## config.mk

```make
export PLATFORM = sky130hd
export DESIGN_NAME = wfe_engine
export DESIGN_NICKNAME = d
export VERILOG_FILES = /design/src/design/wfe_pkg.sv /design/src/design/wfe_sync_if.sv /design/src/design/wfe_pin_sync.sv /design/src/design/wfe_engine.sv
export VERILOG_INCLUDE_DIRS = /design/src /design/src/design
export SDC_FILE = /design/constraint.sdc
export NUM_CORES = 2
export LEC_CHECK = 0
export ABC_AREA = 1
export BUFFER_PORTS_ARGS = -buffer_cell sky130_fd_sc_hd__clkbuf_2
export CORE_ASPECT_RATIO = 1.2
export CORE_MARGIN = 8
export CORE_UTILIZATION = 40
export CTS_CLUSTER_DIAMETER = 200
export DETAILED_ROUTE_END_ITERATION = 8
export MAX_ROUTING_LAYER = met4
export SKIP_CTS_REPAIR_TIMING = 1
export SYNTH_ARGS = -nofsm -noshare
export SYNTH_HDL_FRONTEND = slang
export SYNTH_SLANG_ARGS = --single-unit
```

## constraint.sdc

```tcl
create_clock -name clk_i -period 20.9 [get_ports clk_i]
set_input_delay 4.18 -clock clk_i [delete_from_list [all_inputs] [get_ports clk_i]]
set_output_delay 4.18 -clock clk_i [all_outputs]
set_load 0.05 [all_outputs]
```

## src/design/wfe_regs.svh

```systemverilog
/*
  Register offsets, field positions, reset values and timing constants of the
  waveform output timing engine. Assumes inclusion by bare name.
*/
`ifndef WFE_REGS_SVH
`define WFE_REGS_SVH

// ----------------------------------------
// Register byte offsets
// ----------------------------------------
`define WFE_A_CTRL 8'h00
`define WFE_A_MODE 8'h04
`define WFE_A_PINS 8'h08
`define WFE_A_DIV 8'h0C
`define WFE_A_DLY 8'h10
`define WFE_A_CNT 8'h14
`define WFE_A_DATA 8'h18
`define WFE_A_STAT 8'h1C
`define WFE_A_DONE 8'h20

// ----------------------------------------
// Command bits
// ----------------------------------------
`define WFE_C_START 0
`define WFE_C_STOP 1
`define WFE_C_SWUPD 2
`define WFE_C_ECLR 3
`define WFE_C_STRIG 4

// ----------------------------------------
// Mode and pin select fields
// ----------------------------------------
`define WFE_M_TIM 1:0
`define WFE_M_RGN 3:2
`define WFE_M_EXT 4
`define WFE_M_SFALL 5
`define WFE_M_CTR 6
`define WFE_M_TB 8:7
`define WFE_M_SSRC 10:9
`define WFE_M_TFALL 11
`define WFE_M_PEN 12
`define WFE_M_PLOW 13
`define WFE_P_STRT 2:0
`define WFE_P_PAUS 5:3
`define WFE_P_SCLK 8:6
`define WFE_P_TB 11:9
`define WFE_P_XST 14:12
`define WFE_P_XSTE 15
`define WFE_P_XSC 18:16
`define WFE_P_XSCE 19

// ----------------------------------------
// Reset values
// ----------------------------------------
`define WFE_R_MODE 14'h0000
`define WFE_R_PINS 20'h00000
`define WFE_R_DIV 24'h000014
`define WFE_R_DLY 16'h0002
`define WFE_R_CNT 32'h00000000

// ----------------------------------------
// Timing and sizes
// ----------------------------------------
`define WFE_CLK_HZ 26'h17D7840
`define WFE_TB_FAST_HZ 26'h1312D00
`define WFE_TB_SLOW_HZ 26'h00186A0
`define WFE_DEPTH 7'h40

`endif

```

## src/design/wfe_pkg.sv

```systemverilog
/*
  Types of the waveform output timing engine: state, mode encodings, state
  records. Assumes nothing of its surroundings.
*/
package wfe_pkg;
  typedef enum logic [1:0] {ST_IDLE = 2'b00, ST_ARM = 2'b01, ST_DLY = 2'b10, ST_RUN = 2'b11} wfe_state_t;
  typedef enum logic [1:0] {TIM_SW = 2'b00, TIM_FIN = 2'b01, TIM_CONT = 2'b10} wfe_tim_t;
  typedef enum logic [1:0] {RGN_STD = 2'b00, RGN_FIFO = 2'b01, RGN_NONE = 2'b10} wfe_rgn_t;
  typedef enum logic [1:0] {SS_CMD = 2'b00, SS_SWP = 2'b01, SS_PIN = 2'b10, SS_AIST = 2'b11} wfe_ssrc_t;
  typedef enum logic [1:0] {TB_FAST = 2'b00, TB_SLOW = 2'b01, TB_PIN = 2'b10} wfe_tb_t;

  typedef struct packed {
    logic [16:0] s1;
    logic [16:0] s2;
  } wfe_sync_t;

  typedef struct packed {
    wfe_state_t st;
    logic aw_ok;
    logic w_ok;
    logic awready;
    logic wready;
    logic bvalid;
    logic [1:0] bresp;
    logic arready;
    logic rvalid;
    logic [1:0] rresp;
    logic [31:0] rdata;
    logic [7:0] waddr;
    logic [31:0] wdata;
    logic [3:0] wstrb;
    logic [13:0] mode;
    logic [19:0] pins;
    logic [23:0] div;
    logic [15:0] dly;
    logic [31:0] cnt;
    logic [31:0] done;
    logic pend;
    logic [31:0] pend_d;
    logic [5:0] rd;
    logic [5:0] wr;
    logic [6:0] lvl;
    logic err;
    logic refused;
    logic [24:0] af;
    logic [24:0] as;
    logic [23:0] tbc;
    logic [15:0] pp;
    logic pist;
    logic pctr;
    logic [15:0] dac0;
    logic [15:0] dac1;
    logic upd;
    logic [15:0] fpo;
    logic [15:0] fpoe;
  } wfe_st_t;
endpackage

```

## src/design/wfe_sync_if.sv

```systemverilog
/*
  Carrier of synchronised pin levels from the pin synchroniser to the engine.
  Assumes one clock for both ends.
*/
`timescale 1ns/1ps
interface wfe_sync_if;
  logic [15:0] pin;
  logic ist;
  modport src (output pin, output ist);
  modport dst (input pin, input ist);
endinterface

```

## src/design/wfe_pin_sync.sv

```systemverilog
/*
  Two-flop synchroniser for the function pins and the input start trigger.
  Assumes asynchronous pin inputs and an active-high asynchronous reset.
*/
`timescale 1ns/1ps
module wfe_pin_sync (
  input wire logic clk_i,
  input wire logic sys_rst_i,
  input wire logic [15:0] fpin_i,
  input wire logic in_start_i,
  wfe_sync_if.src sync
);
  import wfe_pkg::*;

  wfe_sync_t q;
  wfe_sync_t n;

  // ----------------------------------------
  // Two stages; only the second is read
  // ----------------------------------------
  always_comb begin
    n = q;
    n.s1 = {in_start_i, fpin_i};
    n.s2 = q.s1;
  end

  always_ff @(posedge clk_i or posedge sys_rst_i) begin
    if (sys_rst_i) begin
      q <= '0;
    end else begin
      q <= n;
    end
  end

  assign sync.pin = q.s2[15:0];
  assign sync.ist = q.s2[16];
endmodule

```

## src/design/wfe_engine.sv

```systemverilog
/*
  Waveform output timing engine: sample queue, start/pause triggers, sample
  clock selection and division, two-channel converter update, AXI4-Lite slave.
  Assumes a 25 MHz clock, asynchronous pins, a same-clock counter output.
*/
// Chosen here: the register offsets and the AXI4-Lite register port.
`timescale 1ns/1ps
`include "wfe_regs.svh"

// Functional notes
// - Both converter channels update together on one common sample event.
// - Each sample event takes one queue sample and drives both converters.
// - Software-timed mode: one command gives exactly one converter update.
// - Hardware-timed mode: queued host samples go out one per clock event.
// - Finite mode halts once the programmed sample count has been output.
// - Continuous mode runs without count limit until a stop command or an underflow.
// - Standard regeneration replays queue contents; host may keep writing.
// - Queue regeneration replays loaded data; writes while running are refused.
// - Non-regeneration never replays; running dry reports an underflow error.
// - Start trigger begins generation; without trigger a start command does.
// - Start source: software pulse, input pins, input start trigger; edge selectable.
// - Start trigger exportable as active-high pulse on pins 4-7, 12-15.
// - Active pause suppresses all hardware-timed sample events.
// - Pause never aborts a sample in progress; acts from next sample.
// - External clock resumes on first edge after pause deasserts.
// - Pause source from input pins; active level high or low.
// - Sample clock internal or external; update on chosen edge.
// - Internal clock from timebase divider or general counter output.
// - External sample clock from pins 0-3 or 8-11.
// - Start runs the divider; it stops once finite generation completes.
// - Divider clock only: programmable delay from start, two ticks by default.
// - Timebase: 20 MHz, 100 kHz or an input pin.
// - Sample clock exportable active low on pins 4-7, 12-15.
module wfe_engine (
  input wire logic clk_i,
  input wire logic sys_rst_i,
  input wire logic [15:0] fpin_i,
  input wire logic in_start_i,
  input wire logic ctr_out_i,
  output logic [15:0] fpin_o,
  output logic [15:0] fpin_oe_o,
  output logic [15:0] dac0_o,
  output logic [15:0] dac1_o,
  output logic dac_upd_o,
  input wire logic [7:0] s_axi_awaddr_i,
  input wire logic s_axi_awvalid_i,
  output logic s_axi_awready_o,
  input wire logic [31:0] s_axi_wdata_i,
  input wire logic [3:0] s_axi_wstrb_i,
  input wire logic s_axi_wvalid_i,
  output logic s_axi_wready_o,
  output logic [1:0] s_axi_bresp_o,
  output logic s_axi_bvalid_o,
  input wire logic s_axi_bready_i,
  input wire logic [7:0] s_axi_araddr_i,
  input wire logic s_axi_arvalid_i,
  output logic s_axi_arready_o,
  output logic [31:0] s_axi_rdata_o,
  output logic [1:0] s_axi_rresp_o,
  output logic s_axi_rvalid_o,
  input wire logic s_axi_rready_i
);
  import wfe_pkg::*;

  wfe_st_t q;
  wfe_st_t n;
  logic [31:0] mem [0:63];
  logic [31:0] rd_word;
  logic [31:0] cw;
  logic [31:0] mw;
  logic [31:0] mwd;
  logic [3:0] p;
  logic tbf, tbs, tb, tick, pause_act, stg, fire, ev, pop, rot, push, regen, wcommit, mwe;

  wfe_sync_if sif ();

  wfe_pin_sync u_sync (
    .clk_i(clk_i),
    .sys_rst_i(sys_rst_i),
    .fpin_i(fpin_i),
    .in_start_i(in_start_i),
    .sync(sif.src)
  );

  // ----------------------------------------
  // Helpers
  // ----------------------------------------
  function automatic logic [25:0] tb_adv(input logic [24:0] acc, input logic [25:0] step);
    logic [25:0] s;
    s = {1'b0, acc} + step;
    tb_adv = (s >= `WFE_CLK_HZ) ? {1'b1, 25'(s - `WFE_CLK_HZ)} : {1'b0, s[24:0]};
  endfunction

  function automatic logic [3:0] pin_in(input logic [2:0] i);
    pin_in = {i[2], 1'b0, i[1:0]};
  endfunction

  function automatic logic [3:0] pin_out(input logic [2:0] i);
    pin_out = {i[2], 1'b1, i[1:0]};
  endfunction

  function automatic logic edge_of(input logic cur, input logic prv, input logic fall);
    edge_of = fall ? (prv & ~cur) : (cur & ~prv);
  endfunction

  function automatic logic [31:0] merge(input logic [31:0] o, input logic [31:0] w, input logic [3:0] s);
    merge = o;
    for (int b = 0; b < 4; b++) begin
      if (s[b]) begin
        merge[b*8 +: 8] = w[b*8 +: 8];
      end
    end
  endfunction

  assign rd_word = mem[q.rd];

  // ----------------------------------------
  // Next-state logic
  // ----------------------------------------
  always_comb begin
    n = q;
    mw = 32'h00000000;
    n.upd = 1'b0;
    n.pp = sif.pin;
    n.pist = sif.ist;
    n.pctr = ctr_out_i;
    // Timebases from fractional accumulators
    {tbf, n.af} = tb_adv(q.af, `WFE_TB_FAST_HZ);
    {tbs, n.as} = tb_adv(q.as, `WFE_TB_SLOW_HZ);
    p = pin_in(q.pins[`WFE_P_TB]);
    case (q.mode[`WFE_M_TB])
      TB_FAST: tb = tbf;
      TB_SLOW: tb = tbs;
      default: tb = edge_of(sif.pin[p], q.pp[p], 1'b0);
    endcase
    // Pause level
    p = pin_in(q.pins[`WFE_P_PAUS]);
    pause_act = q.mode[`WFE_M_PEN] & (sif.pin[p] ^ q.mode[`WFE_M_PLOW]);
    // Sample clock source
    tick = 1'b0;
    if (q.mode[`WFE_M_EXT]) begin
      p = pin_in(q.pins[`WFE_P_SCLK]);
      tick = edge_of(sif.pin[p], q.pp[p], q.mode[`WFE_M_SFALL]);
    end else if (q.mode[`WFE_M_CTR]) begin
      tick = edge_of(ctr_out_i, q.pctr, q.mode[`WFE_M_SFALL]);
    end else if (tb && (q.st == ST_RUN || q.st == ST_DLY)) begin
      // Divider runs only while started delay first
      if (q.tbc + 24'h000001 >= ((q.st == ST_DLY) ? {8'h00, q.dly} : q.div)) begin
        tick = 1'b1;
        n.tbc = 24'h000000;
      end else begin
        n.tbc = q.tbc + 24'h000001;
      end
    end
    if (q.st == ST_DLY && tick) begin
      n.st = ST_RUN;
    end
    // Register write commit
    wcommit = q.aw_ok & q.w_ok & ~q.bvalid & ~q.pend;
    cw = (wcommit && q.waddr == `WFE_A_CTRL) ? q.wdata : 32'h00000000;
    // Start trigger source and edge
    p = pin_in(q.pins[`WFE_P_STRT]);
    case (q.mode[`WFE_M_SSRC])
      SS_SWP: stg = cw[`WFE_C_STRIG];
      SS_PIN: stg = edge_of(sif.pin[p], q.pp[p], q.mode[`WFE_M_TFALL]);
      SS_AIST: stg = edge_of(sif.ist, q.pist, q.mode[`WFE_M_TFALL]);
      default: stg = 1'b0;
    endcase
    fire = (q.mode[`WFE_M_TIM] != TIM_SW) &&
           ((cw[`WFE_C_START] && q.mode[`WFE_M_SSRC] == SS_CMD) || (q.st == ST_ARM && stg));
    if (cw[`WFE_C_START] && !fire && q.mode[`WFE_M_TIM] != TIM_SW) begin
      n.st = ST_ARM;
    end
    if (fire) begin
      n.st = (q.mode[`WFE_M_EXT] || q.mode[`WFE_M_CTR]) ? ST_RUN : ST_DLY;
      n.tbc = 24'h000000;
      n.done = 32'h00000000;
      n.err = 1'b0;
    end
    if (cw[`WFE_C_ECLR]) begin
      n.err = 1'b0;
      n.refused = 1'b0;
    end
    if (cw[`WFE_C_STOP]) begin
      n.st = ST_IDLE;
    end
    // Sample event; pause is sampled only at a sample boundary
    ev = ((q.st == ST_RUN || q.st == ST_DLY) && tick && !pause_act) ||
         (cw[`WFE_C_SWUPD] && q.mode[`WFE_M_TIM] == TIM_SW && q.st == ST_IDLE);
    regen = (q.mode[`WFE_M_RGN] != RGN_NONE) && (q.mode[`WFE_M_TIM] != TIM_SW);
    pop = 1'b0;
    rot = 1'b0;
    if (ev) begin
      if (q.lvl == 7'h00) begin
        n.err = 1'b1;
        n.st = ST_IDLE;
      end else begin
        n.dac0 = rd_word[15:0];
        n.dac1 = rd_word[31:16];
        n.upd = 1'b1;
        n.rd = q.rd + 6'h01;
        pop = ~regen;
        rot = regen;
        n.done = q.done + 32'h00000001;
        if (q.mode[`WFE_M_TIM] == TIM_FIN && q.st != ST_IDLE && q.done + 32'h00000001 >= q.cnt) begin
          n.st = ST_IDLE;
        end
      end
    end
    // Replay recirculates the sample; host push waits a cycle
    push = q.pend & ~rot;
    mwe = rot | push;
    mwd = rot ? rd_word : q.pend_d;
    if (mwe) begin
      n.wr = q.wr + 6'h01;
    end
    if (push) begin
      n.pend = 1'b0;
    end
    n.lvl = q.lvl + {6'h00, push} - {6'h00, pop};
    // Write channel
    if (q.bvalid && s_axi_bready_i) begin
      n.bvalid = 1'b0;
    end
    if (s_axi_awvalid_i && q.awready) begin
      n.aw_ok = 1'b1;
      n.waddr = s_axi_awaddr_i;
    end
    if (s_axi_wvalid_i && q.wready) begin
      n.w_ok = 1'b1;
      n.wdata = s_axi_wdata_i;
      n.wstrb = s_axi_wstrb_i;
    end
    if (wcommit) begin
      n.aw_ok = 1'b0;
      n.w_ok = 1'b0;
      n.bvalid = 1'b1;
      n.bresp = 2'b00;
      case (q.waddr)
        `WFE_A_CTRL: n.bresp = 2'b00;
        `WFE_A_MODE: begin
          mw = merge({18'h00000, q.mode}, q.wdata, q.wstrb);
          n.mode = mw[13:0];
        end
        `WFE_A_PINS: begin
          mw = merge({12'h000, q.pins}, q.wdata, q.wstrb);
          n.pins = mw[19:0];
        end
        `WFE_A_DIV: begin
          mw = merge({8'h00, q.div}, q.wdata, q.wstrb);
          n.div = mw[23:0];
        end
        `WFE_A_DLY: begin
          mw = merge({16'h0000, q.dly}, q.wdata, q.wstrb);
          n.dly = mw[15:0];
        end
        `WFE_A_CNT: n.cnt = merge(q.cnt, q.wdata, q.wstrb);
        `WFE_A_DATA: begin
          if (q.lvl == `WFE_DEPTH || (q.mode[`WFE_M_RGN] == RGN_FIFO && q.st != ST_IDLE)) begin
            n.bresp = 2'b10;
            n.refused = 1'b1;
          end else begin
            n.pend = 1'b1;
            n.pend_d = q.wdata;
          end
        end
        default: n.bresp = 2'b10;
      endcase
    end
    n.awready = ~n.aw_ok;
    n.wready = ~n.w_ok;
    // Read channel
    if (q.rvalid && s_axi_rready_i) begin
      n.rvalid = 1'b0;
    end
    if (s_axi_arvalid_i && q.arready) begin
      n.rvalid = 1'b1;
      n.rresp = 2'b00;
      case (s_axi_araddr_i)
        `WFE_A_CTRL: n.rdata = 32'h00000000;
        `WFE_A_MODE: n.rdata = {18'h00000, q.mode};
        `WFE_A_PINS: n.rdata = {12'h000, q.pins};
        `WFE_A_DIV: n.rdata = {8'h00, q.div};
        `WFE_A_DLY: n.rdata = {16'h0000, q.dly};
        `WFE_A_CNT: n.rdata = q.cnt;
        `WFE_A_DATA: n.rdata = 32'h00000000;
        `WFE_A_STAT: n.rdata = {14'h0000, q.st, 1'b0, q.lvl, 2'b00, q.refused, pause_act,
                                q.err, q.lvl == `WFE_DEPTH, q.lvl == 7'h00, q.st == ST_RUN};
        `WFE_A_DONE: n.rdata = q.done;
        default: begin
          n.rdata = 32'h00000000;
          n.rresp = 2'b10;
        end
      endcase
    end
    n.arready = ~n.rvalid;
    // Pin exports; start pulse has priority on a shared pin
    n.fpo = 16'h0000;
    n.fpoe = 16'h0000;
    if (q.pins[`WFE_P_XSCE]) begin
      p = pin_out(q.pins[`WFE_P_XSC]);
      n.fpoe[p] = 1'b1;
      n.fpo[p] = ~n.upd;
    end
    if (q.pins[`WFE_P_XSTE]) begin
      p = pin_out(q.pins[`WFE_P_XST]);
      n.fpoe[p] = 1'b1;
      n.fpo[p] = fire;
    end
  end

  // ----------------------------------------
  // State register and sample memory
  // ----------------------------------------
  always_ff @(posedge clk_i or posedge sys_rst_i) begin
    if (sys_rst_i) begin
      q <= '0;
      q.st <= ST_IDLE;
      q.mode <= `WFE_R_MODE;
      q.pins <= `WFE_R_PINS;
      q.div <= `WFE_R_DIV;
      q.dly <= `WFE_R_DLY;
      q.cnt <= `WFE_R_CNT;
    end else begin
      q <= n;
    end
  end

  always_ff @(posedge clk_i) begin
    if (mwe) begin
      mem[q.wr] <= mwd;
    end
  end

  assign fpin_o = q.fpo;
  assign fpin_oe_o = q.fpoe;
  assign dac0_o = q.dac0;
  assign dac1_o = q.dac1;
  assign dac_upd_o = q.upd;
  assign s_axi_awready_o = q.awready;
  assign s_axi_wready_o = q.wready;
  assign s_axi_bresp_o = q.bresp;
  assign s_axi_bvalid_o = q.bvalid;
  assign s_axi_arready_o = q.arready;
  assign s_axi_rdata_o = q.rdata;
  assign s_axi_rresp_o = q.rresp;
  assign s_axi_rvalid_o = q.rvalid;
endmodule

```

## Yosys cells after proc, flatten, opt, wreduce, memory -nomap -nowiden

Memory sizes are Yosys's and may differ from the RTL's.
Cells that the tools add are included.

- Bits in registers: 468
- Bits in latches: 0
- Memory bits (writable): 2,048
- Memory bits (read-only): 0
- Input port bits: 77
- Output and inout port bits: 106
- Word-level logic and storage cells: 278
- Memories: 1

Memories:

| memory | depth | width | rd ports | clocked after Yosys merged registers in | wr ports | RTL line | text |
|---|---|---|---|---|---|---|---|
| mem | 64 | 32 | 1 | 0 | 1 | wfe_engine.sv:67 | `logic [31:0] mem [0:63];` |

- $add $sub $neg: 10
- $mul: 0
- Divide/modulo/power cells: 0
- Magnitude comparators: 12
- Equality and inequality tests: 27
- Shifts and indexed selects: 0
- Muxes and demuxes: 82
- Bitwise operators: 37
- Reduce and logical (&&, ||, !) cells: 60

Operators with widths:

| cell | count |
|---|---|
| one-hot mux 32 bit (7 select lines) | 1 |
| 2-to-1 mux 32 bit | 6 |
| 2-to-1 mux 24 bit | 6 |
| 2-to-1 mux 33 bit | 3 |
| == test 8 x 5 -> 1 bit (second input constant) | 7 |
| >= comparator 26 x 25 -> 1 bit (second input constant) | 2 |
| 2-to-1 mux 26 bit | 2 |
| subtractor 25 bit (second input constant) | 2 |
| AND reduction 3 bit | 16 |
| 2-to-1 mux 1 bit | 37 |
| 2-to-1 mux 35 bit | 1 |
| adder 32 x 1 -> 32 bit (second input constant) | 1 |
| == test 8 x 4 -> 1 bit (second input constant) | 4 |
| >= comparator 32 bit | 1 |
| < comparator 4 x 5 -> 1 bit (second input constant) | 6 |
| adder 25 x 17 -> 26 bit (second input constant) | 1 |
| adder 25 x 25 -> 26 bit (second input constant) | 1 |
| adder 24 x 1 -> 24 bit (second input constant) | 1 |
| >= comparator 24 bit | 1 |
| logical AND 1 bit | 23 |
| 2-to-1 mux 2 bit | 11 |
| binary-select mux 1 bit (select 3 bit) | 7 |
| NOT 1 bit | 19 |
| bitwise AND 16 bit | 1 |
| 31 further kinds | 68 |

## Logic depth before layout (Yosys ltp)

- Depth in word-level cells: 19
- Depth in mapped cells: 37

## By module

From an unflattened synthesis, not the netlist that was laid out.

- Cells, all modules: 8,557
- Area, all modules: 102,248.1 um^2

Modules (own cells, without submodules):

| module | times used | cells each | area each (um^2) |
|---|---|---|---|
| wfe_engine | 1 | 8,522 | 101,393.5 |
| wfe_pin_sync | 1 | 35 | 854.6 |

## Worst setup path before layout

No wires, ideal clock.

- Kind: input port to flip-flop
- From: input port ctr_out_i
- To: memory mem[0][21], data pin
- Library setup time: 702 ps
- Arrival: 7,485 ps
- Setup slack: 12,713 ps
- Cell stages on the path: 10
- Path buffers: 1
- Path through: nor2_1 > nand2_1 > o21ai_0 > a21oi_1 > nand2_1 > nand3_2 > nand2_4 > nand2_4 > clkbuf_1 > o21ai_0

- Longest elaborated chain between the ends: 10

RTL lines:

| what | RTL line | text |
|---|---|---|
| from (decl) | wfe_engine.sv:39 | `input wire logic ctr_out_i,` |
| NOT 1 bit | wfe_engine.sv:103 | `edge_of = fall ? (prv & ~cur) : (cur & ~prv);` |
| bitwise AND 1 bit | wfe_engine.sv:103 |  |
| 2-to-1 mux 1 bit (*) | wfe_engine.sv:103 |  |
| 2-to-1 mux 1 bit (*) | wfe_engine.sv:144 | `` end else if (q.mode[`WFE_M_CTR]) begin `` |
| 2-to-1 mux 1 bit (*) | wfe_engine.sv:141 | `` if (q.mode[`WFE_M_EXT]) begin `` |
| logical AND 1 bit (*) (2 in a row) | wfe_engine.sv:188 | `ev = ((q.st == ST_RUN \|\| q.st == ST_DLY) && tick && !pause_act) \|\|` |
| logical OR 1 bit (*) | wfe_engine.sv:188 |  |
| 2-to-1 mux 1 bit (*) | wfe_engine.sv:193 | `if (ev) begin` |
| 2-to-1 mux 32 bit (*) | wfe_engine.sv:213 | `mwd = rot ? rd_word : q.pend_d;` |
| named net mwd[21] | wfe_engine.sv:71 | `logic [31:0] mwd;` |
| to (decl) | wfe_engine.sv:67 |  |

The timed path passes the listed nets; every way through them passes the cells marked *.

## Worst setup path after layout

- From: register q[83] (netlist name)
- To: memory mem[12][22], data pin

- Longest elaborated chain between the ends: 11

RTL lines:

| what | RTL line | text |
|---|---|---|
| from (decl) | wfe_engine.sv:65 | `wfe_st_t q;` |
| from (signal assigned) | wfe_engine.sv:325 | `q <= n;` |
| adder 24 x 1 -> 24 bit | wfe_engine.sv:148 | `if (q.tbc + 24'h000001 >= ((q.st == ST_DLY) ? {8'h00, q.dly} : q.div)) begin` |
| >= comparator 24 bit | wfe_engine.sv:148 |  |
| 2-to-1 mux 1 bit | wfe_engine.sv:148 |  |
| 2-to-1 mux 1 bit | wfe_engine.sv:146 | `end else if (tb && (q.st == ST_RUN \|\| q.st == ST_DLY)) begin` |
| 2-to-1 mux 1 bit | wfe_engine.sv:144 |  |
| 2-to-1 mux 1 bit | wfe_engine.sv:141 |  |
| logical AND 1 bit (2 in a row) | wfe_engine.sv:188 |  |
| logical OR 1 bit | wfe_engine.sv:188 |  |
| 2-to-1 mux 1 bit | wfe_engine.sv:193 |  |
| 2-to-1 mux 32 bit | wfe_engine.sv:213 |  |
| named net mwd[22] | wfe_engine.sv:71 |  |

The timed path passes the listed nets, and every way through them passes these cells.

==> run metrics <==
status finished, final reports clean; final net count 8689; Syn Area/Cell 11.9 sq um; Synth Instances 8578; Die H 569 um; drt via density 5.69; slew of the pin with the lowest slew margin 1.13 ns; Async SR Flop Fraction 17.0%; Port Buffers 156; Distinct cells, synth 60; count leader, synth edfxtp_1; DRC violations left 0; maxcap violations 0; clk_skew ~0.079 ns; first-pass GRT wire length ~430000 um; Synth top area share 60.2%; top area cells in the synthesized netlist edfxtp_1 60%, dfrtp_1 10%, o21ai_0 6.5%, nor2_1 4.8%, nand2_1 3.0%; clock-pin slew on the worst setup and hold paths 0.06 ns; First-pass DRT Iterations 6; Fill cells 23000; CP Max Fanout 48; Hold Path Class flop to flop; largest net degree at the start of global routing 188; Pwr per Cell Area about 100 nW/um^2; DR vias 68800; most instantiated cells after synthesis 2048 x edfxtp_1, 1333 x o21ai_0, 1293 x nor2_1, 827 x nand2_1, 477 x clkbuf_1; WL final 293000 um; # IOs 183; Ys Warns 0; DIE AREA 272000 sq um; initial antenna violation count 8; Leak Pwr 0.0398 uW; layout cells sized above 1 9.27%; cell mode on critical path nand3_1; endpoints failing setup 0; worst slack at placement 13.24 ns; 1st-iter DRT viols 6894; arrival time worst endpoint 8.14 ns; unrepaired setup endpoints after global routing no; TNS Setup 0 ns; Psw 3340 uW; global placement routability congestion 0.920; fin crit share 36.0%; Max stage delay on crit path around 0.7 ns; Register Area 72000 sq um; synthesized cell area ~100000 sq um; Num CTS Buffers roughly 230; internal power 8470 uW; Yosys reg bits roughly 2500; number of synthesized flops with an enable pin 2048; CP endpoint kind flop; Syn-to-layout area delta 11.3%; Initial Util 40.1%; Worst Setup Slack, final about 13 ns; vias in the first global route 66300; Root Buffer clkbuf_16; CTS tree built; ys flop type edfxtp_1; core area 255000 sq um; Clock power frac approximately 34%; clk sinks between 2000 and 2500; CTS max path bufs 4; sequential power share 50.3%; Synth area leader edfxtp_1; Min Hold Slack 0.351 ns; max-slew violation count 0; DR WL/cell 24.2 um; critical path's slowest cell buf_4; Sw Share 28.3%; Die W 477 um; Multi-input gate area 26700 sq um; H-Tree Depth 4; critical path class flop to flop; peak supply drop 119 uV; Final Power 11800 uW; Rows 203; max frequency between 100 and 150 MHz; GRT Util Overall between 20% and 30%; antenna viol nets, final 0; post-DP HPWL 171000 um; Required @ worst endpoint about 22 ns; Max transition margin a little under a quarter; grt ovf 0; worst skew pair latency 0.89 ns; Comb pwr share about 16%; post-synthesis sequential area ratio just over 70%; CP Launch Type flop; Period minus WS final ~7.5 ns; Final Hold Fails 0
==> metal layers <==
| layer | global-route usage, % | vias to the layer above | wire [um] |
|---|---|---|---|
| li1 | - | 30900 | - |
| met1 | 27.0 | 34400 | 119000 |
| met2 | 35.4 | 2901 | 144000 |
| met3 | 2.75 | 619 | 20500 |
| met4 | 6.97 | 0 | 10500 |
| met5 | - | - | 0 |
==> flip-flops by register name (all words and copies together) (netlist names), 8 cells and up <==
signal,flops
s_axi_rdata_o,32
u_sync.sync.pin,8
fpin_o,8
dac0_o,16
dac1_o,16
mem,2048
q,313
u_sync.n,9
fpin_oe_o,8
==> worst max-delay path: cells and delay by family (launching register included) <==
kind                     cells  cell delay (ns)
AND/OR/NAND/NOR             20             3.51
buffers and inverters        5             1.95
AO/OA/AOI/OAI                2             0.82
flip-flops                   1             0.38
adder cells (fa/ha/maj)      1             0.31
XOR/XNOR                     1             0.20
==> power groups by stage <==
stage          sequential [uW]  clock, uW  combinational, uW
2_1_floorplan             6070          0               1050
3_3_place_gp              6040          0               1770
3_5_place_dp              6040          0               1830
4_1_cts                   5940       4090               1830
5_1_grt                   5950       4270               2000
6_report                  5940       4030               1850
==> metrics by stage <==
stage / instance area [sq um] / std cells / utilization, %
after detailed placement: 107000 / 11700 / 41.9
after global placement: 107000 / 11700 / 41.9
after global routing: 114000 / 12100 / 44.7
after CTS: 114000 / 12100 / 44.7
final: 114000 / 12100 / 44.7
after floorplan: 102000 / 8595 / -
==> worst paths after layout <==
| check | end | cells after the start | slack [ns] | start |
|---|---|---|---|---|
| worst max-delay path | mem[12][22]$_DFFE_PP_ | 29 | 13.37 | q[83]$_DFFE_PP0P_ |
| worst min-delay path | u_sync.sync.pin[3]$_DFF_PP0_ | 0 | 0.35 | u_sync.n[3]$_DFF_PP0_ |
| max in group asynchronous | u_sync.n[16]$_DFF_PP0_ | 4 | 15.07 | sys_rst_i |
| worst max register to register | mem[12][22]$_DFFE_PP_ | 29 | 13.37 | q[83]$_DFFE_PP0P_ |
| min in group asynchronous | dac0_o[10]$_DFFE_PP0P_ | 2 | 3.36 | sys_rst_i |
| worst min register to register | u_sync.sync.pin[3]$_DFF_PP0_ | 0 | 0.35 | u_sync.n[3]$_DFF_PP0_ |
==> kinds of logic after synthesis <==
family          Yosys count  share of synthesized area (%)
simple gates           2572                           10.3
flops                  2467                           70.5
compound gates         2332                           13.1
buf+inv                1025                           4.28
xor+xnor                 99                          0.857
fa+ha+maj                76                          0.939
mux                       6                         0.0662
other cells               1                        0.00367
==> placed cells by master (no fill, tap or decap), types with 7 or more instances in the layout <==
cell and n:
o21ai_0 1310, clkinvlp_4 10, o211ai_1 69, nand3b_1 8, clkbuf_2 156, o21ai_1 49
inv_2 7, o22ai_1 352, nand3_1 293, nor4_1 14, nand2_4 10, buf_4 169
o221ai_1 202, a31oi_1 35, a32o_1 35, clkbuf_16 236, nand2_2 12, o21ai_4 32
conb_1 18, ha_1 75, nand2_1 825, dfrtp_1 412, bufinv_16 12, clkinv_2 42
clkbuf_1 51, inv_1 383, a221oi_1 9, xor2_1 93, nor3_1 39, nor2_1 1234
nand4_1 53, a21oi_1 216, nor2_4 66, edfxtp_1 2048, clkinv_1 52
==> cell type report <==
type,instances,area share (%)
diodes,4,0.00880
clock buffers,292,5.42
clock inverters,123,0.814
inverters,399,1.35
multi-input cells,5103,23.4
flip-flops and latches,2467,63.3
well taps,3382,3.72
repair buffers,331,1.91
(Power assumes the default switching activity.)
